===== src/inc/pwm_defines.vh =====
// Constants for the three-channel PWM block: register byte offsets,
// control field positions, reset values and phase counts.
// Assumes a 32-bit AXI4-Lite register bus with 8-bit addresses.
`ifndef PWM_DEFINES_VH
`define PWM_DEFINES_VH

// ****************************************
// Register byte offsets
// ****************************************
`define A_CTRL      8'h00
`define A_PER_ONE   8'h04
`define A_PER_TWO   8'h08
`define A_CNT_ONE   8'h0C
`define A_CNT_TWO   8'h10
`define A_FLAGS     8'h14
`define A_PORT_DIR  8'h18
`define A_PORT_DATA 8'h1C
`define A_CH_BASE   8'h20
`define A_CH_STRIDE 8'h08
`define A_CH_LO     8'h04
`define A_LAST      8'h34

// ****************************************
// Control field positions
// ****************************************
`define B_T1_ON     0
`define B_T2_ON     1
`define B_T1_EXT    2
`define B_T2_EXT    3
`define B_CH_EN     4
`define B_TB_SEL    5
`define B_DUTY_LO   6

// ****************************************
// Reset values
// ****************************************
`define R_CTRL      8'h00
`define R_PERIOD    8'hFF
`define R_DIR       3'h7
`define R_DATA      3'h0

// ****************************************
// Timing and bus answers
// ****************************************
`define PHASES_LAST 2'h3
`define RESP_OKAY   2'h0
`define RESP_SLVERR 2'h2

`endif


===== src/logic/triple_pwm.v =====
// Three PWM channels on two shared 8-bit period timers, AXI4-Lite slave.
// Assumes mclk_i is the oscillator clock; four cycles make one
// instruction cycle. All inputs are synchronous to mclk_i.
// Duty registers read back the active, not the held, values.
//
// The AXI4-Lite interface to the registers and the address map were chosen for this implementation.
`timescale 1ns/1ps
`default_nettype none

// Function
// - Three outputs; channel one on timer one
// - Ten-bit duty value per channel
// - Duty spans always low to always high
// - Channel one enable forces pin driving
// - Disabled channel pin follows direction bit
// - Channels two, three enables act alike
// - Channel two selects timer one or two
// - Channel three selects timer one or two
// - Period is (period reg + 1) times four
// - Duty is high byte plus bits 7:6
// - High time equals duty oscillator periods
// - Zero duty keeps output low
// - High byte equal period gives short low
// - Full high only when byte exceeds period
// - Held duty moves active at roll-over
// - Timer flag set at roll-over
// - PWM works on internal or external clock
// - External clock sampled once per cycle
// - External clock: low duty bits zero; here still compared with phase
// - Timer counts zero to period, wraps
module triple_pwm (
	input  wire        mclk_i,
	input  wire        sys_rst_i,
	// AXI4-Lite register slave
	input  wire [7:0]  s_awaddr_i,
	input  wire        s_awvalid_i,
	output wire        s_awready_o,
	input  wire [31:0] s_wdata_i,
	input  wire [3:0]  s_wstrb_i,
	input  wire        s_wvalid_i,
	output wire        s_wready_o,
	output reg  [1:0]  s_bresp_o,
	output reg         s_bvalid_o,
	input  wire        s_bready_i,
	input  wire [7:0]  s_araddr_i,
	input  wire        s_arvalid_i,
	output wire        s_arready_o,
	output reg  [31:0] s_rdata_o,
	output reg  [1:0]  s_rresp_o,
	output reg         s_rvalid_o,
	input  wire        s_rready_i,
	// Timer clock and port pins
	input  wire        ext_timer_clock_pin_i,
	input  wire [2:0]  pwm_pin_i,
	output wire [2:0]  pwm_pin_o,
	output wire [2:0]  pwm_pin_oe_o
);

`include "pwm_defines.vh"

// ****************************************
// Register bus, write side
// ****************************************
reg         aw_hold_q;
reg  [7:0]  aw_addr_q;
reg         w_hold_q;
reg  [31:0] w_data_q;
reg         w_strb_q;
wire        aw_take;
wire        w_take;
wire        aw_has;
wire        w_has;
wire [7:0]  wr_addr;
wire [31:0] wr_data;
wire        wr_strb;
wire        do_wr;
wire        wr_en;

// Word aligned and inside the register map
function mapped;
	input [7:0] a;
	begin
		mapped = (a[1:0] == 2'h0) && (a <= `A_LAST);
	end
endfunction

// Address and data are taken in either order; each is parked
// until its partner arrives, and both wait while B is pending
assign s_awready_o = ~aw_hold_q & ~s_bvalid_o;
assign s_wready_o  = ~w_hold_q & ~s_bvalid_o;
assign aw_take     = s_awvalid_i & s_awready_o;
assign w_take      = s_wvalid_i & s_wready_o;
assign aw_has      = aw_hold_q | aw_take;
assign w_has       = w_hold_q | w_take;
assign wr_addr     = aw_hold_q ? aw_addr_q : s_awaddr_i;
assign wr_data     = w_hold_q ? w_data_q : s_wdata_i;
assign wr_strb     = w_hold_q ? w_strb_q : s_wstrb_i[0];
assign do_wr       = aw_has & w_has & ~s_bvalid_o;
assign wr_en       = do_wr & wr_strb & mapped(wr_addr);

// Response is issued once both halves are in hand
always @(posedge mclk_i) begin
	if (sys_rst_i) begin
		aw_hold_q  <= 1'b0;
		aw_addr_q  <= 8'h00;
		w_hold_q   <= 1'b0;
		w_data_q   <= 32'h00000000;
		w_strb_q   <= 1'b0;
		s_bvalid_o <= 1'b0;
		s_bresp_o  <= `RESP_OKAY;
	end else if (do_wr) begin
		aw_hold_q  <= 1'b0;
		w_hold_q   <= 1'b0;
		s_bvalid_o <= 1'b1;
		s_bresp_o  <= mapped(wr_addr) ? `RESP_OKAY : `RESP_SLVERR;
	end else begin
		if (aw_take) begin
			aw_hold_q <= 1'b1;
			aw_addr_q <= s_awaddr_i;
		end
		if (w_take) begin
			w_hold_q <= 1'b1;
			w_data_q <= s_wdata_i;
			w_strb_q <= s_wstrb_i[0];
		end
		if (s_bvalid_o && s_bready_i)
			s_bvalid_o <= 1'b0;
	end
end

// ****************************************
// Control registers
// ****************************************
reg  [7:0] ctrl_q;
reg  [7:0] period_reg_one_q;
reg  [7:0] period_reg_two_q;
reg  [2:0] port_b_direction_q;
reg  [2:0] port_data_q;
reg  [1:0] rollover_flag_q;
wire [1:0] roll;

// Counts at 0C and 10 are read only; writes there are dropped
always @(posedge mclk_i) begin
	if (sys_rst_i) begin
		ctrl_q             <= `R_CTRL;
		period_reg_one_q   <= `R_PERIOD;
		period_reg_two_q   <= `R_PERIOD;
		port_b_direction_q <= `R_DIR;
		port_data_q        <= `R_DATA;
	end else if (wr_en) begin
		case (wr_addr)
		`A_CTRL:      ctrl_q             <= wr_data[7:0];
		`A_PER_ONE:   period_reg_one_q   <= wr_data[7:0];
		`A_PER_TWO:   period_reg_two_q   <= wr_data[7:0];
		`A_PORT_DIR:  port_b_direction_q <= wr_data[2:0];
		`A_PORT_DATA: port_data_q        <= wr_data[2:0];
		default:      ctrl_q             <= ctrl_q;
		endcase
	end
end

// Write one to clear; a roll-over in the same cycle wins
wire       clr_flags = wr_en && (wr_addr == `A_FLAGS);
wire [1:0] flag_clr  = {2{clr_flags}} & wr_data[1:0];
wire [1:0] rollover_flag_d;

// Flags stay set until software writes ones to them
assign rollover_flag_d = roll | (rollover_flag_q & ~flag_clr);

always @(posedge mclk_i) begin
	if (sys_rst_i)
		rollover_flag_q <= 2'h0;
	else
		rollover_flag_q <= rollover_flag_d;
end

// ****************************************
// Phase counter and external clock sampling
// ****************************************
reg  [1:0] phase_q;
reg        ext_s1_q;
reg        ext_s2_q;
reg        ext_s3_q;
wire       instr_en;
wire       ext_fall;

// Four oscillator phases make one instruction cycle; timers
// and the external sampler move on the last one
assign instr_en = (phase_q == `PHASES_LAST);

always @(posedge mclk_i) begin
	if (sys_rst_i)
		phase_q <= 2'h0;
	else
		phase_q <= phase_q + 2'h1;
end

// Sampled once per instruction cycle through three stages, so a falling edge counts two to three cycles late
always @(posedge mclk_i) begin
	if (sys_rst_i) begin
		ext_s1_q <= 1'b1;
		ext_s2_q <= 1'b1;
		ext_s3_q <= 1'b1;
	end else if (instr_en) begin
		ext_s1_q <= ext_timer_clock_pin_i;
		ext_s2_q <= ext_s1_q;
		ext_s3_q <= ext_s2_q;
	end
end

// Flops reset high: an idle-high pin gives no edge at start
assign ext_fall = ext_s3_q & ~ext_s2_q;

// ****************************************
// Period timers
// ****************************************
wire [15:0] count_all;
wire [15:0] period_all;

assign period_all = {period_reg_two_q, period_reg_one_q};

// Each timer counts zero to its period, then wraps; the wrap
// is the roll-over that starts a new output period
genvar t;
generate
	for (t = 0; t < 2; t = t + 1) begin : g_tmr
		reg  [7:0] cnt_q;
		wire       ext_sel = ctrl_q[`B_T1_EXT + t];
		wire       run = ctrl_q[`B_T1_ON + t];
		// Internal source steps every instruction cycle
		wire       tick = ~ext_sel | ext_fall;
		wire       inc = instr_en & run & tick;
		wire       at_per = (cnt_q == period_all[8*t+7:8*t]);
		assign roll[t] = inc & at_per;
		assign count_all[8*t+7:8*t] = cnt_q;
		always @(posedge mclk_i) begin
			if (sys_rst_i)
				cnt_q <= 8'h00;
			else if (inc)
				cnt_q <= at_per ? 8'h00 : cnt_q + 8'h01;
		end
	end
endgenerate

// ****************************************
// PWM channels
// ****************************************
wire [29:0] act_all;
wire [2:0]  tb_all;
wire [2:0]  pwm_out;

// A write lands in the held copy; it becomes active only at the
// roll-over of the chosen timer, so a period never mixes two
// duty values
genvar i;
generate
	for (i = 0; i < 3; i = i + 1) begin : g_ch
		localparam integer HI_N = `A_CH_BASE + i * `A_CH_STRIDE;
		localparam [7:0]   A_HI = HI_N[7:0];
		localparam [7:0] A_LO = A_HI + `A_CH_LO;
		reg  [7:0] held_hi_q;
		reg  [1:0] held_lo_q;
		reg        tb_sel_q;
		reg  [9:0] duty_value_q;
		reg        out_q;

		wire [9:0] held = {held_hi_q, held_lo_q};
		// Channel one never selects timer two
		wire       use_two = (i != 0) & tb_sel_q;
		wire       ch_roll = use_two ? roll[1] : roll[0];
		wire [7:0] ch_cnt = use_two ? count_all[15:8] : count_all[7:0];
		// Position after this phase, one bit wider to avoid wrap
		wire [10:0] pos_next = {1'b0, ch_cnt, phase_q} + 11'h001;

		always @(posedge mclk_i) begin
			if (sys_rst_i) begin
				held_hi_q <= 8'h00;
				held_lo_q <= 2'h0;
				tb_sel_q  <= 1'b0;
			end else if (wr_en && wr_addr == A_HI) begin
				held_hi_q <= wr_data[7:0];
			end else if (wr_en && wr_addr == A_LO) begin
				held_lo_q <= wr_data[`B_DUTY_LO + 1:`B_DUTY_LO];
				tb_sel_q  <= (i != 0) & wr_data[`B_TB_SEL];
			end
		end

		// Output rises at roll-over and falls where the position
		// meets the duty; roll-over wins when both share an edge
		always @(posedge mclk_i) begin
			if (sys_rst_i) begin
				duty_value_q <= 10'h000;
				out_q        <= 1'b0;
			end else if (ch_roll) begin
				duty_value_q <= held;
				out_q        <= (held != 10'h000);
			end else if (pos_next == {1'b0, duty_value_q}) begin
				// Never matches if duty exceeds (period + 1) times four
				out_q <= 1'b0;
			end
		end

		assign act_all[10*i+9:10*i] = duty_value_q;
		assign tb_all[i]  = tb_sel_q;
		assign pwm_out[i] = out_q;
	end
endgenerate

// ****************************************
// Pins
// ****************************************
wire [2:0] chan_en = ctrl_q[`B_CH_EN + 2:`B_CH_EN];

// Direction bit set means input
// An enabled channel drives whatever its direction bit says
assign pwm_pin_oe_o = chan_en | ~port_b_direction_q;
assign pwm_pin_o    = (chan_en & pwm_out) |
	(~chan_en & port_data_q);

// ****************************************
// Register bus, read side
// ****************************************
reg [7:0] rd_byte;
wire      ar_take = s_arvalid_i & s_arready_o;

// One read at a time: the next address waits for rready
assign s_arready_o = ~s_rvalid_o;

// Duty reads show the active values, not the held ones
always @* begin
	case (s_araddr_i)
	`A_CTRL:      rd_byte = ctrl_q;
	`A_PER_ONE:   rd_byte = period_reg_one_q;
	`A_PER_TWO:   rd_byte = period_reg_two_q;
	`A_CNT_ONE:   rd_byte = count_all[7:0];
	`A_CNT_TWO:   rd_byte = count_all[15:8];
	`A_FLAGS:     rd_byte = {6'h00, rollover_flag_q};
	`A_PORT_DIR:  rd_byte = {5'h00, port_b_direction_q};
	`A_PORT_DATA: rd_byte = {5'h00, pwm_pin_i};
	8'h20:        rd_byte = act_all[9:2];
	8'h24:        rd_byte = {act_all[1:0], tb_all[0], 5'h00};
	8'h28:        rd_byte = act_all[19:12];
	8'h2C:        rd_byte = {act_all[11:10], tb_all[1], 5'h00};
	8'h30:        rd_byte = act_all[29:22];
	8'h34:        rd_byte = {act_all[21:20], tb_all[2], 5'h00};
	default:      rd_byte = 8'h00;
	endcase
end

// Data and response latch with rvalid and hold until taken
always @(posedge mclk_i) begin
	if (sys_rst_i) begin
		s_rvalid_o <= 1'b0;
		s_rdata_o  <= 32'h00000000;
		s_rresp_o  <= `RESP_OKAY;
	end else if (ar_take) begin
		s_rvalid_o <= 1'b1;
		s_rdata_o  <= {24'h000000, rd_byte};
		s_rresp_o  <= mapped(s_araddr_i) ? `RESP_OKAY : `RESP_SLVERR;
	end else if (s_rready_i) begin
		s_rvalid_o <= 1'b0;
	end
end

endmodule

`default_nettype wire


===== config.mk =====
export PLATFORM = sky130hd
export DESIGN_NAME = triple_pwm
export DESIGN_NICKNAME = d
export VERILOG_FILES = /design/src/logic/triple_pwm.v
export VERILOG_INCLUDE_DIRS = /design/src /design/src/inc
export SDC_FILE = /design/constraint.sdc
export NUM_CORES = 1
export LEC_CHECK = 0
export CELL_PAD_IN_SITES_DETAIL_PLACEMENT = 1
export CELL_PAD_IN_SITES_GLOBAL_PLACEMENT = 1
export CORE_MARGIN = 5
export CORE_UTILIZATION = 52
export DETAILED_ROUTE_END_ITERATION = 10
export DONT_BUFFER_PORTS = 1
export GPL_ROUTABILITY_DRIVEN = 0
export MAX_ROUTING_LAYER = met4
export PLACE_DENSITY = 0.95
export REMOVE_ABC_BUFFERS = 1
export SYNTH_ARGS = -nofsm -noshare
export SYNTH_HDL_FRONTEND = slang
export SYNTH_SLANG_ARGS = --single-unit
export TNS_END_PERCENT = 30

===== constraint.sdc =====
create_clock -name mclk_i -period 3 [get_ports mclk_i]
set_input_delay 0.3 -clock mclk_i [delete_from_list [all_inputs] [get_ports mclk_i]]
set_output_delay 0.3 -clock mclk_i [all_outputs]
set_load 0.03 [all_outputs]

* Word-level counts from Yosys, hierarchy flattened
Index checks and enable logic that the tools add are counted.
Word-level totals: latch bits 0, memories kept 0, bits in registers 151, memory bits (read-only) 0, RAM bits 0, output and inout port bits 47
Operators by class: bitwise operators 41, div/mod/pow operators 0, magnitude comparators 2, muxes and demuxes 22, shift-type cells 0, $mul 0, equality and inequality tests 30, reduce and logical (&&, ||, !) cells 33, add/subtract/negate cells 6
Operators with widths (number):
- 8-bit case mux with 14 select lines | 1
- 8-bit by 6-bit equality test with 1-bit output, second input constant | 12
- 8-bit by 5-bit equality test with 1-bit output, second input constant | 7
- 8-bit 2-to-1 mux | 6
- 10-bit by 1-bit adder with 11-bit output, second input constant | 3
- 11-bit by 10-bit equality test with 1-bit output | 3
- 10-bit nonzero test | 3
- 8-bit by 4-bit equality test with 1-bit output, second input constant | 3
- 2-bit AND reduction | 10
- 8-bit by 1-bit adder with 8-bit output, second input constant | 2
- 1-bit bitwise AND | 16
- 8-bit by 3-bit equality test with 1-bit output, second input constant | 2
- 8-bit equality test | 2
- 8-bit by 6-bit <= comparator with 1-bit output, second input constant | 2
- 8-bit logical NOT | 2
- 1-bit 2-to-1 mux | 13
- 1-bit NOT | 11
- 1-bit logical AND | 10
- 2-bit nonzero test | 5
- 3-bit bitwise AND | 2
- 3-bit NOT | 2
- 3-bit OR | 2
- 2-bit bitwise AND | 2
- 2-bit logical NOT | 2
- 7 further kinds | 11

* Logic depth before layout (Yosys ltp)
Gate-level depths: netlist (run 1).
word-level depth 13, depth in mapped cells 9, depth with buffers taken out 8

* Worst setup path before layout (run 1)
OpenSTA, ideal clock, no wires.
path type register -> register, start register s_bvalid_o, end register period_reg_two_q[5], setup slack 892 ps, stages on the path, launching flop included 8, arrival 1989 ps, setup time 120 ps, path buffers 1, path through dfxtp_1 > or3_4 > nor4_4 > nand2_2 > nor2_4 > buf_6 > nor2b_1 > a211o_1
Between the ends: longest elaborated chain between the ends 9, elaborated cells between the ends (all ways) 12, those cells by class 11 x bitwise; 1 x reduce/logical
Ends and longest elaborated chain:
- from (decl) | RTL line triple_pwm.v:43 | output reg s_bvalid_o,
- from (signal assigned) | RTL line triple_pwm.v:109 | s_bvalid_o <= 1'b0;
- from (signal assigned) | RTL line triple_pwm.v:114 | s_bvalid_o <= 1'b1;
- from (signal assigned) | RTL line triple_pwm.v:127 | s_bvalid_o <= 1'b0;
- 1-bit NOT (*) | RTL line triple_pwm.v:89, triple_pwm.v:90, triple_pwm.v:98
- 1-bit bitwise AND (on tied branches) | RTL line triple_pwm.v:89, triple_pwm.v:90
- 1-bit bitwise AND (on tied branches) | RTL line triple_pwm.v:91, triple_pwm.v:92
- 1-bit OR (on tied branches) | RTL line triple_pwm.v:93, triple_pwm.v:94
- 1-bit bitwise AND | RTL line triple_pwm.v:98 | assign do_wr = aw_has & w_has & ~s_bvalid_o;
- 1-bit bitwise AND (*) | RTL line triple_pwm.v:98
- 1-bit bitwise AND (*) (2 in series) | RTL line triple_pwm.v:99 | assign wr_en = do_wr & wr_strb & mapped(wr_addr);
- 2-bit AND reduction (no line) (*)
- to (signal assigned) | RTL line triple_pwm.v:147 | period_reg_two_q <= `R_PERIOD;
- to (signal assigned) | RTL line triple_pwm.v:154 | `A_PER_TWO: period_reg_two_q <= wr_data[7:0];
- to (decl) | RTL line triple_pwm.v:136 | reg [7:0] period_reg_two_q;
Every way passes the cells marked *; elsewhere a longest branch is shown, timed or not. A chain may end at the register's enable or synchronous reset.

* Worst setup path after layout (run 1)
start register g_tmr[1].cnt_q[1], end register g_ch[2].duty_value_q[2]
Between the ends: longest elaborated chain between the ends 3
Ends and longest elaborated chain:
- from (decl) | RTL line triple_pwm.v:227 | reg [7:0] cnt_q;
- from (signal assigned) | RTL line triple_pwm.v:240 | cnt_q <= at_per ? 8'h00 : cnt_q + 8'h01;
- 8-bit equality test | RTL line triple_pwm.v:233 | wire at_per = (cnt_q == period_all[8*t+7:8*t]);
- 1-bit bitwise AND | RTL line triple_pwm.v:234 | assign roll[t] = inc & at_per;
- 1-bit 2-to-1 mux | RTL line triple_pwm.v:270 | wire ch_roll = use_two ? roll[1] : roll[0];
- to (signal assigned) | RTL line triple_pwm.v:295 | duty_value_q <= held;
- to (decl) | RTL line triple_pwm.v:264 | reg [9:0] duty_value_q;
Every way passes these cells.

==> results of run 1 <==
## critical path: stages (launching register included)
cell and delay [ns]:
dfxtp_1 0.71, xor2_1 0.18, nor4_1 0.57, nand4_1 0.39, mux2i_1 0.25, buf_4 0.27, mux2i_1 0.23, nor2_1 0.07
## synthesized netlist by cell type (4+ instances only)
library cell	n	share of area, %
nor2_1	130	5.9
nand3b_1	5	0.46
nor2_4	6	0.82
buf_6	4	0.55
a22oi_1	12	1.1
or3_1	4	0.30
a21oi_1	33	2.0
mux2i_1	96	12
nand4_1	19	1.4
o21ai_0	27	1.6
nor3b_1	7	0.64
a22o_1	5	0.53
nor3_1	23	1.4
xor2_1	29	3.1
buf_1	6	0.27
a211oi_1	17	1.6
buf_4	28	2.6
mux2_2	22	3.0
nand3_1	15	0.91
o211ai_1	5	0.46
inv_1	8	0.37
a31oi_1	12	0.91
nand2b_1	8	0.61
buf_2	9	0.55
and3_1	4	0.30
mux4_2	10	2.7
nand2_1	63	2.9
nor4_1	8	0.61
clkbuf_1	42	1.9
a211o_1	22	2.3
dfxtp_1	149	36
nor2b_1	27	2.1
xnor2_1	34	3.6
## through the flow
| stage | hold slack [ns] | cell area [µm²] |
|---|---|---|
| floorplan | 0.367 | 7820 |
| global route | 0.00570 | 8930 |
| detailed placement | 0.403 | 8270 |
| finish | 0.0117 | 8930 |
| global placement | 0.403 | 8270 |
| CTS | 0.00228 | 8930 |
## cell families (layout without fill, tap and decap cells)
kind of cell,count (synthesis),count (layout)
XOR/XNOR,63,63
multiplexers,128,128
adder cells (fa/ha/maj),3,3
AND/OR/NAND/NOR,333,333
AO/OA/AOI/OAI,153,153
flip-flops,149,149
buffers and inverters,98,69
other,1,27
## state kept, by name, summed over array words and instances, names as in the netlist, 2 cells and up
signal / count
rollover_flag_q: 2
g_ch.out_q: 3
g_ch.duty_value_q: 30
aw_addr_q: 8
port_b_direction_q: 3
g_ch.tb_sel_q: 2
g_ch.ch_cnt: 8
port_data_q: 3
g_ch.held_lo_q: 6
ctrl_q: 8
w_data_q: 8
phase_q: 2
period_reg_one_q: 8
s_rdata_o: 8
g_tmr.cnt_q: 8
g_ch.held_hi_q: 24
period_reg_two_q: 8
## power by group
part / total (µW) / switching (µW) / internal [µW] / leakage (µW)
sequential: 2040 / 33.6 / 2000 / 0.00120
clock: 2130 / 967 / 1170 / 0.000266
combinational: 386 / 267 / 119 / 0.00159
total: 4550 / 1270 / 3290 / 0.00306
## final cells by class
cell class	count	area, µm²
clock buffers	18	429
diodes	1	2.50
fillers	1824	6780
flip-flops and latches	149	2980
repair buffers	29	265
inverters	8	30.0
clock inverters	14	145
well taps	216	270
multi-input cells	706	4810
## worst paths after layout
check                                          endpoint         startpoint  cells after the start  slack, ns
worst max-delay path            g_ch[2].duty_value_q[2]  g_tmr[1].cnt_q[1]                      7       0.18
worst min register to register                 ext_s2_q           ext_s1_q                      1       0.46
worst min-delay path                       aw_addr_q[0]      s_awaddr_i[0]                      2       0.01
worst max register to register  g_ch[2].duty_value_q[2]  g_tmr[1].cnt_q[1]                      7       0.18
## per-layer routing
metal  vias to the layer above  track usage (%)  part of all wire, %
li1                       3202                -                    -
met1                      3636             37.2                   36
met2                       523             56.7                   48
met3                       183             10.2                  9.3
met4                         0             20.1                  6.8
met5                         -                -                    0
## what timing repair did
| action | CTS | global route |
|---|---|---|
| endpoints found under the setup margin | 0 | 0 |
| setup buffers | 0 | 0 |
| hold buffers | 7 | 0 |
| hold endpoints to repair | 123 | 0 |
==> metrics.yaml, run 1 <==
outcome:
  status: "completed"
critical_path:
  critical_path_arrival_ns: 3.13
  criticalPathCategory: "register to register"
  critical_path_required_ns: 3.31
  crit_fanout: 12
  crit_path_start_kind: "register"
  end_kind: "register"
floorplanning:
  core_area_mm2: 0.0157
  rows: 46
  io_pins: 110
  dieArea_mm2: 0.0184
  die_y_um: 136
  start_util_pct: 52.3
  die_w_um: 136
synth:
  synth_flop_cell: "dfxtp_1"
  synth_fa_ha_area_share_pct: 0.457
  ys_ff_latch: 149
  seq_area_frac_synth_pct: 36.3
  syn_inst: 928
  synth_xor_area_share_pct: 6.72
  synthSimpleGateAreaFrac_pct: 20.0
  synth-edff-count: 0
  synthArstFlopShare_pct: 0
  synth-compound-area-share_pct: 12.7
  synthDistinctLibCells: 66
  syn-cell-area_mm2: 0.00821
  ys_warn_count: 0
  synth.area.mux_share_pct: 17.5
  synth_top_family_by_area: "simple AND/OR/NAND/NOR gates"
  syn_area_per_cell_um2: 8.85
flow_run:
  max-cap-violations: 0
drt:
  routed_wirelength_um: 30200
  avgViaCountPerCell: 6.61
  drc: 0
  drt_iter0_drc: 894
  wl_per_cell_um: 26.5
  ant_nets: 0
  vias: 7544
  drt_pass1_iterations: 7
clock_tree:
  h-tree-depth: 4
  clkTransAtPathRegs_ns: 0.07
  clock-root-buffer: "clkbuf_16"
  cts_buffer_depth: 2
  insertion_delay_ns: 0.44
  cts.repair.resized: 0
  numCtsBuffers: 17
  cts.sinks: 149
  cts_tree: "built"
sta:
  rsz0062_at_grt: "false"
  maxSlewHeadroom_pct: 32.5
  worst_slew_pin_slew_ns: 1.00
  finalCritPeriodShare_pct: 94.0
  fin_skew_ns: 0.00929
  final_hold_viol_count: 0
  setup_viol: 0
  period_minus_slack_ns: 2.82
  fin_setup_tns_ns: 0
  finalWorstSetupSlack_ns: 0.180
  slew_viol_final: 0
  clock.fmax_ghz: 0.355
power_and_ir_drop:
  total_power_uw: 4550
  pwr_density_cell_mw_per_mm2: 510
  leakage_uw: 0.00306
  peakVddDrop_v: 0.000495
global_route:
  grt_max_degree: 124
  grt_pass1_wl_um: 46900
  antenna_found_initial: 1
  grt_pass1_vias: 8070
  gr-total-overflow: 0
  grt_use_total_pct: 34.6
finish:
  layout-drive-gt1-share_pct: 11.1
  mostFrequentLayoutCell: "dfxtp_1"
  post-route-util_pct: 56.8
  final_cell_mix: "149 x dfxtp_1, 130 x nor2_1, 96 x mux2i_1"
  syn2layout_area_growth_pct: 8.78
  finalNonFillerCells: 1141
  final_nets: 977
place:
  place_ws_ns: 0.420
  placedCellCount: 1101
  dp_hpwl_um: 19300
  io_buffers: 0
min_path:
  hold_path_class: "input port to register"
Power figures use the tool's default switching activity.
==> inputs of run 2 (changes only) <==
CORE_ASPECT_RATIO = 1.25   (was not set)
==> metrics.yaml, run 2 (synthesis results as in run 1) <==
clock_tree:
  clkTransAtPathRegs_ns: 0.07
  h-tree-depth: 4
  cts_buffer_depth: 2
  clock-root-buffer: "clkbuf_16"
  cts.sinks: 149
  postCtsSetupRepairBufs: 0
  cts.repair.resized: 0
  cts_tree: "built"
  ctsHoldBuffers: 6
  numCtsBuffers: 17
  insertion_delay_ns: 0.44
critical_path:
  rrSetupSlack_ns: 0.26
  worstReg2RegEnd: "g_ch[1].out_q"
  worstRegToRegCells: 7
  endpoint: "g_ch[1].out_q"
  worst-path-buf-inv: 0
  crit_fanout: 16
  cp_num_cells: 7
  critical_path_arrival_ns: 3.04
  crit_family: "compound AO/OA/AOI/OAI gates"
  crit_start: "g_ch[1].tb_sel_q"
  end_kind: "register"
  cpPeakStageDelay_ns: 0.80
  path_cells: "mux2i_1 > nor2_1 > xnor2_1 > o21ai_1 > a2111o_1 > a2111oi_0 > a211oi_1"
  critical_path_required_ns: 3.30
  crit_path_start_kind: "register"
  criticalPathCategory: "register to register"
  r2r-start: "g_ch[1].tb_sel_q"
  cp_slowest_cell: "dfxtp_1"
sta:
  rsz0062_at_grt: "false"
  worst_slew_pin_slew_ns: 1.10
  final_hold_viol_count: 0
  fin_skew_ns: 0.0104
  setup_viol: 0
  slew_viol_final: 0
  finalCritPeriodShare_pct: 91.2
  fin_setup_tns_ns: 0
  maxSlewHeadroom_pct: 26.7
  clock.fmax_ghz: 0.365
  period_minus_slack_ns: 2.74
floorplanning:
  core_area_mm2: 0.0156
  die_y_um: 150
  die_w_um: 122
  io_pins: 110
  dieArea_mm2: 0.0184
  rows: 51
  start_util_pct: 52.7
min_path:
  hold_path_class: "input port to register"
power_and_ir_drop:
  switching_share_pct: 26.1
  pwr_density_cell_mw_per_mm2: 514
  seqPwrFrac_pct: 44.4
  p_int_uw: 3390
  peakVddDrop_v: 0.000383
  comb_power_share_pct: 8.2
  pwr-share-clk_pct: 47.4
  leakage_uw: 0.00306
  p_sw_uw: 1190
place:
  dp_hpwl_um: 19800
  io_buffers: 0
  place_area_mm2: 0.00825
global_route:
  met1_usage_pct: 34.9
  antenna_found_initial: 1
  grt_max_degree: 119
  grt_pass1_vias: 8005
  met3_usage_pct: 9.32
  grtUsageMet2_pct: 55.0
  grt_pass1_wl_um: 45500
  grt_busiest_layer: "met2"
  gr-total-overflow: 0
  grt_use_total_pct: 33.7
drt:
  drt_iter0_drc: 745
  drc: 0
  avgViaCountPerCell: 6.60
  wl_per_cell_um: 26.1
  routed_wirelength_um: 29600
  vias: 7492
  ant_nets: 0
  drt_pass1_iterations: 6
finish:
  top_regs: "g_ch.duty_value_q: 30 flops, g_ch.held_hi_q: 24 flops"
  syn2layout_area_growth_pct: 8.64
  largest_register_ffs: 30
  final_cell_mix: "149 x dfxtp_1, 130 x nor2_1, 96 x mux2i_1"
  layout-drive-gt1-share_pct: 11.0
  post-route-util_pct: 57.3
  mostFrequentLayoutCell: "dfxtp_1"
  nFillCells: 1817
  final_nets: 975
  fin_area_mm2: 0.00892
  regMostFlops: "g_ch.duty_value_q"
flow_run:
  max-cap-violations: 0
outcome:
  status: "completed"
-- run 2: worst min-delay path by stage --
| stage | slack [ns] | startpoint | end | cells past startpoint |
|---|---|---|---|---|
| global placement | 0.40 | s_rready_i | s_rvalid_o | 1 |
| detailed placement | 0.40 | sys_rst_i | g_ch[0].duty_value_q[7] | 1 |
| global route | 0.04 | s_awaddr_i[0] | aw_addr_q[0] | 2 |
| CTS | 0.0005 | s_wstrb_i[0] | w_strb_q | 2 |
| finish | 0.01 | s_wstrb_i[0] | w_strb_q | 2 |
| floorplan | 0.37 | sys_rst_i | phase_q[0] | 1 |
-- run 2: power by group through the flow --
stage / logic, µW / clock network [µW] / registers (µW)
2_1_floorplan: 239 / 0 / 2080
3_3_place_gp: 308 / 0 / 2080
3_5_place_dp: 322 / 0 / 2080
4_1_cts: 367 / 2180 / 2040
5_1_grt: 395 / 2270 / 2040
6_report: 375 / 2170 / 2040
-- run 2: stage by stage --
stage          std cells  hold WS [ns]  worst slack (ns)  power (µW)
3_5_place_dp        1096         0.401             0.421        2400
6_report            1135        0.0114             0.263        4580
4_1_cts             1133      0.000511             0.374        4580
2_1_floorplan        863         0.367           -0.0747        2320
3_3_place_gp        1096         0.401             0.520        2380
5_1_grt             1134        0.0367             0.107        4710
-- run 2: cell type report --
type / count / area [µm²] / area share (%)
Antenna cell: 2 / 5.00 / 0.0561
Multi-Input combinational cell: 706 / 4810 / 53.9
Inverter: 8 / 30.0 / 0.337
Clock buffer: 20 / 457 / 5.12
Tap cell: 212 / 265 / 2.97
Sequential cell: 149 / 2980 / 33.4
Timing Repair Buffer: 27 / 248 / 2.78
Clock inverter: 11 / 126 / 1.42
-- run 2: routing by layer --
layer | routed length, µm | part of all wire [%]
met1 | 10300 | 35
met2 | 14600 | 49
met3 | 2570 | 8.7
met4 | 2210 | 7.5
met5 | 0 | 0
==> inputs of run 3 (changes only) <==
RECOVER_POWER = 25   (was not set)
==> metrics.yaml, run 3 (synthesis results as in run 1) <==
drt:
  wl_per_cell_um: 26.1
  avgViaCountPerCell: 6.59
  vias: 7468
  ant_nets: 0
  drt_iter0_drc: 759
  drt_pass1_iterations: 5
  routed_wirelength_um: 29600
  drc: 0
min_path:
  hold_path_class: "input port to register"
  hold_start: "s_wstrb_i[0]"
critical_path:
  cp_slowest_cell: "dfxtp_1"
  path_cells: "mux2i_1 > nor2_1 > xnor2_1 > o21ai_1 > a2111o_1 > a2111oi_0 > a211oi_1"
  cpPeakStageDelay_ns: 0.80
  end_kind: "register"
  rrSetupSlack_ns: 0.26
  r2r-start: "g_ch[1].tb_sel_q"
  crit_path_start_kind: "register"
  crit_start: "g_ch[1].tb_sel_q"
  critical_path_required_ns: 3.30
  crit_fanout: 16
  criticalPathCategory: "register to register"
  critical_path_arrival_ns: 3.04
power_and_ir_drop:
  pwr_density_cell_mw_per_mm2: 514
  peakVddDrop_v: 0.000384
  pwr-share-clk_pct: 47.4
  p_sw_uw: 1190
  switching_share_pct: 26.0
  seqPwrFrac_pct: 44.5
  comb_power_share_pct: 8.1
  p_int_uw: 3390
  leakage_uw: 0.00305
outcome:
  status: "completed"
global_route:
  grt_busiest_layer: "met2"
  grt_max_degree: 119
  grtUsageMet2_pct: 55.0
  antenna_found_initial: 1
  gr-total-overflow: 0
  met3_usage_pct: 9.32
  grt_use_total_pct: 33.7
  grt_pass1_wl_um: 45500
  met1_usage_pct: 34.9
  grt_pass1_vias: 8005
finish:
  final_cell_mix: "149 x dfxtp_1, 130 x nor2_1, 96 x mux2i_1"
  post-route-util_pct: 57.2
  layout-drive-gt1-share_pct: 10.2
  largest_register_ffs: 30
  final_nets: 975
  regMostFlops: "g_ch.duty_value_q"
  syn2layout_area_growth_pct: 8.41
  finalNonFillerCells: 1134
  mostFrequentLayoutCell: "dfxtp_1"
  top_regs: "g_ch.duty_value_q: 30 flops, g_ch.held_hi_q: 24 flops"
clock_tree:
  cts.repair.resized: 0
  clock-root-buffer: "clkbuf_16"
  clkTransAtPathRegs_ns: 0.07
  h-tree-depth: 4
  insertion_delay_ns: 0.44
  cts.sinks: 149
  numCtsBuffers: 17
  postCtsSetupRepairBufs: 0
  ctsHoldBuffers: 6
  cts_tree: "built"
  cts_buffer_depth: 2
place:
  placedCellCount: 1096
  io_buffers: 0
  dp_hpwl_um: 19800
sta:
  worst_slew_pin_slew_ns: 1.08
  period_minus_slack_ns: 2.74
  rsz0062_at_grt: "false"
  setup_viol: 0
  final_hold_viol_count: 0
  fin_skew_ns: 0.0101
  hold_ws_ns: 0.0108
  finalCritPeriodShare_pct: 91.5
  slew_viol_final: 0
  maxSlewHeadroom_pct: 27.6
  clock.fmax_ghz: 0.364
floorplanning:
  rows: 51
  start_util_pct: 52.7
  die_w_um: 122
  core_area_mm2: 0.0156
  dieArea_mm2: 0.0184
  die_y_um: 150
  io_pins: 110
flow_run:
  max-cap-violations: 0
==> run 3: cell count changes in the layout (fill, tap and decap cells not counted) <==
cell      before  now
clkbuf_1       1    4
mux2_1         0    3
buf_4         20   17
or3_4          1    0
or3_1          4    5
diode_2        2    1
mux2_2        22   19
==> run 3: worst paths after layout <==
| check | end | cells past startpoint |
|---|---|---|
| max | g_ch[1].out_q | 7 |
| min | w_strb_q | 2 |
| max reg2reg | g_ch[1].out_q | 7 |
| min reg2reg | ext_s2_q | 1 |
==> run 3: cell type report <==
cell class | instances | area, µm²
flip-flops and latches | 149 | 2980
multi-input cells | 706 | 4800
well taps | 212 | 265
clock inverters | 11 | 126
inverters | 8 | 30.0
fillers | 1818 | 6670
diodes | 1 | 2.50
repair buffers | 27 | 236
clock buffers | 20 | 457
==> run 3: power groups by stage <==
stage          logic, µW  registers (µW)  clock network (µW)
2_1_floorplan        239            2080                   0
3_3_place_gp         308            2080                   0
3_5_place_dp         322            2080                   0
4_1_cts              367            2040                2180
5_1_grt              393            2040                2270
6_report             372            2040                2170
==> run 3: per-stage QoR <==
stage / instance area [µm²] / setup TNS (ns) / worst slack (ns) / power [µW]
finish: 8900 / 0 / 0.256 / 4580
CTS: 8910 / 0 / 0.374 / 4580
global route: 8900 / 0 / 0.107 / 4700
detailed placement: 8250 / 0 / 0.421 / 2400
floorplan: 7820 / -0.0747 / -0.0747 / 2320
global placement: 8250 / 0 / 0.520 / 2380
==> run 3: critical path, delay by kind of cell, from the launching register on <==
family,cells,cell delay (ns)
AO/OA/AOI/OAI,4,1.11
XOR/XNOR,1,0.17
flip-flops,1,0.80
multiplexers,1,0.43
AND/OR/NAND/NOR,1,0.10
==> run 3: routing by layer <==
layer  vias to the layer above  wire (µm)  part of all wire [%]
met5                         -          0                     0
met4                         0       2260                   7.6
met3                       173       2660                   9.0
met2                       459      14400                    49
met1                      3636      10300                    35
li1                       3200          -                     -
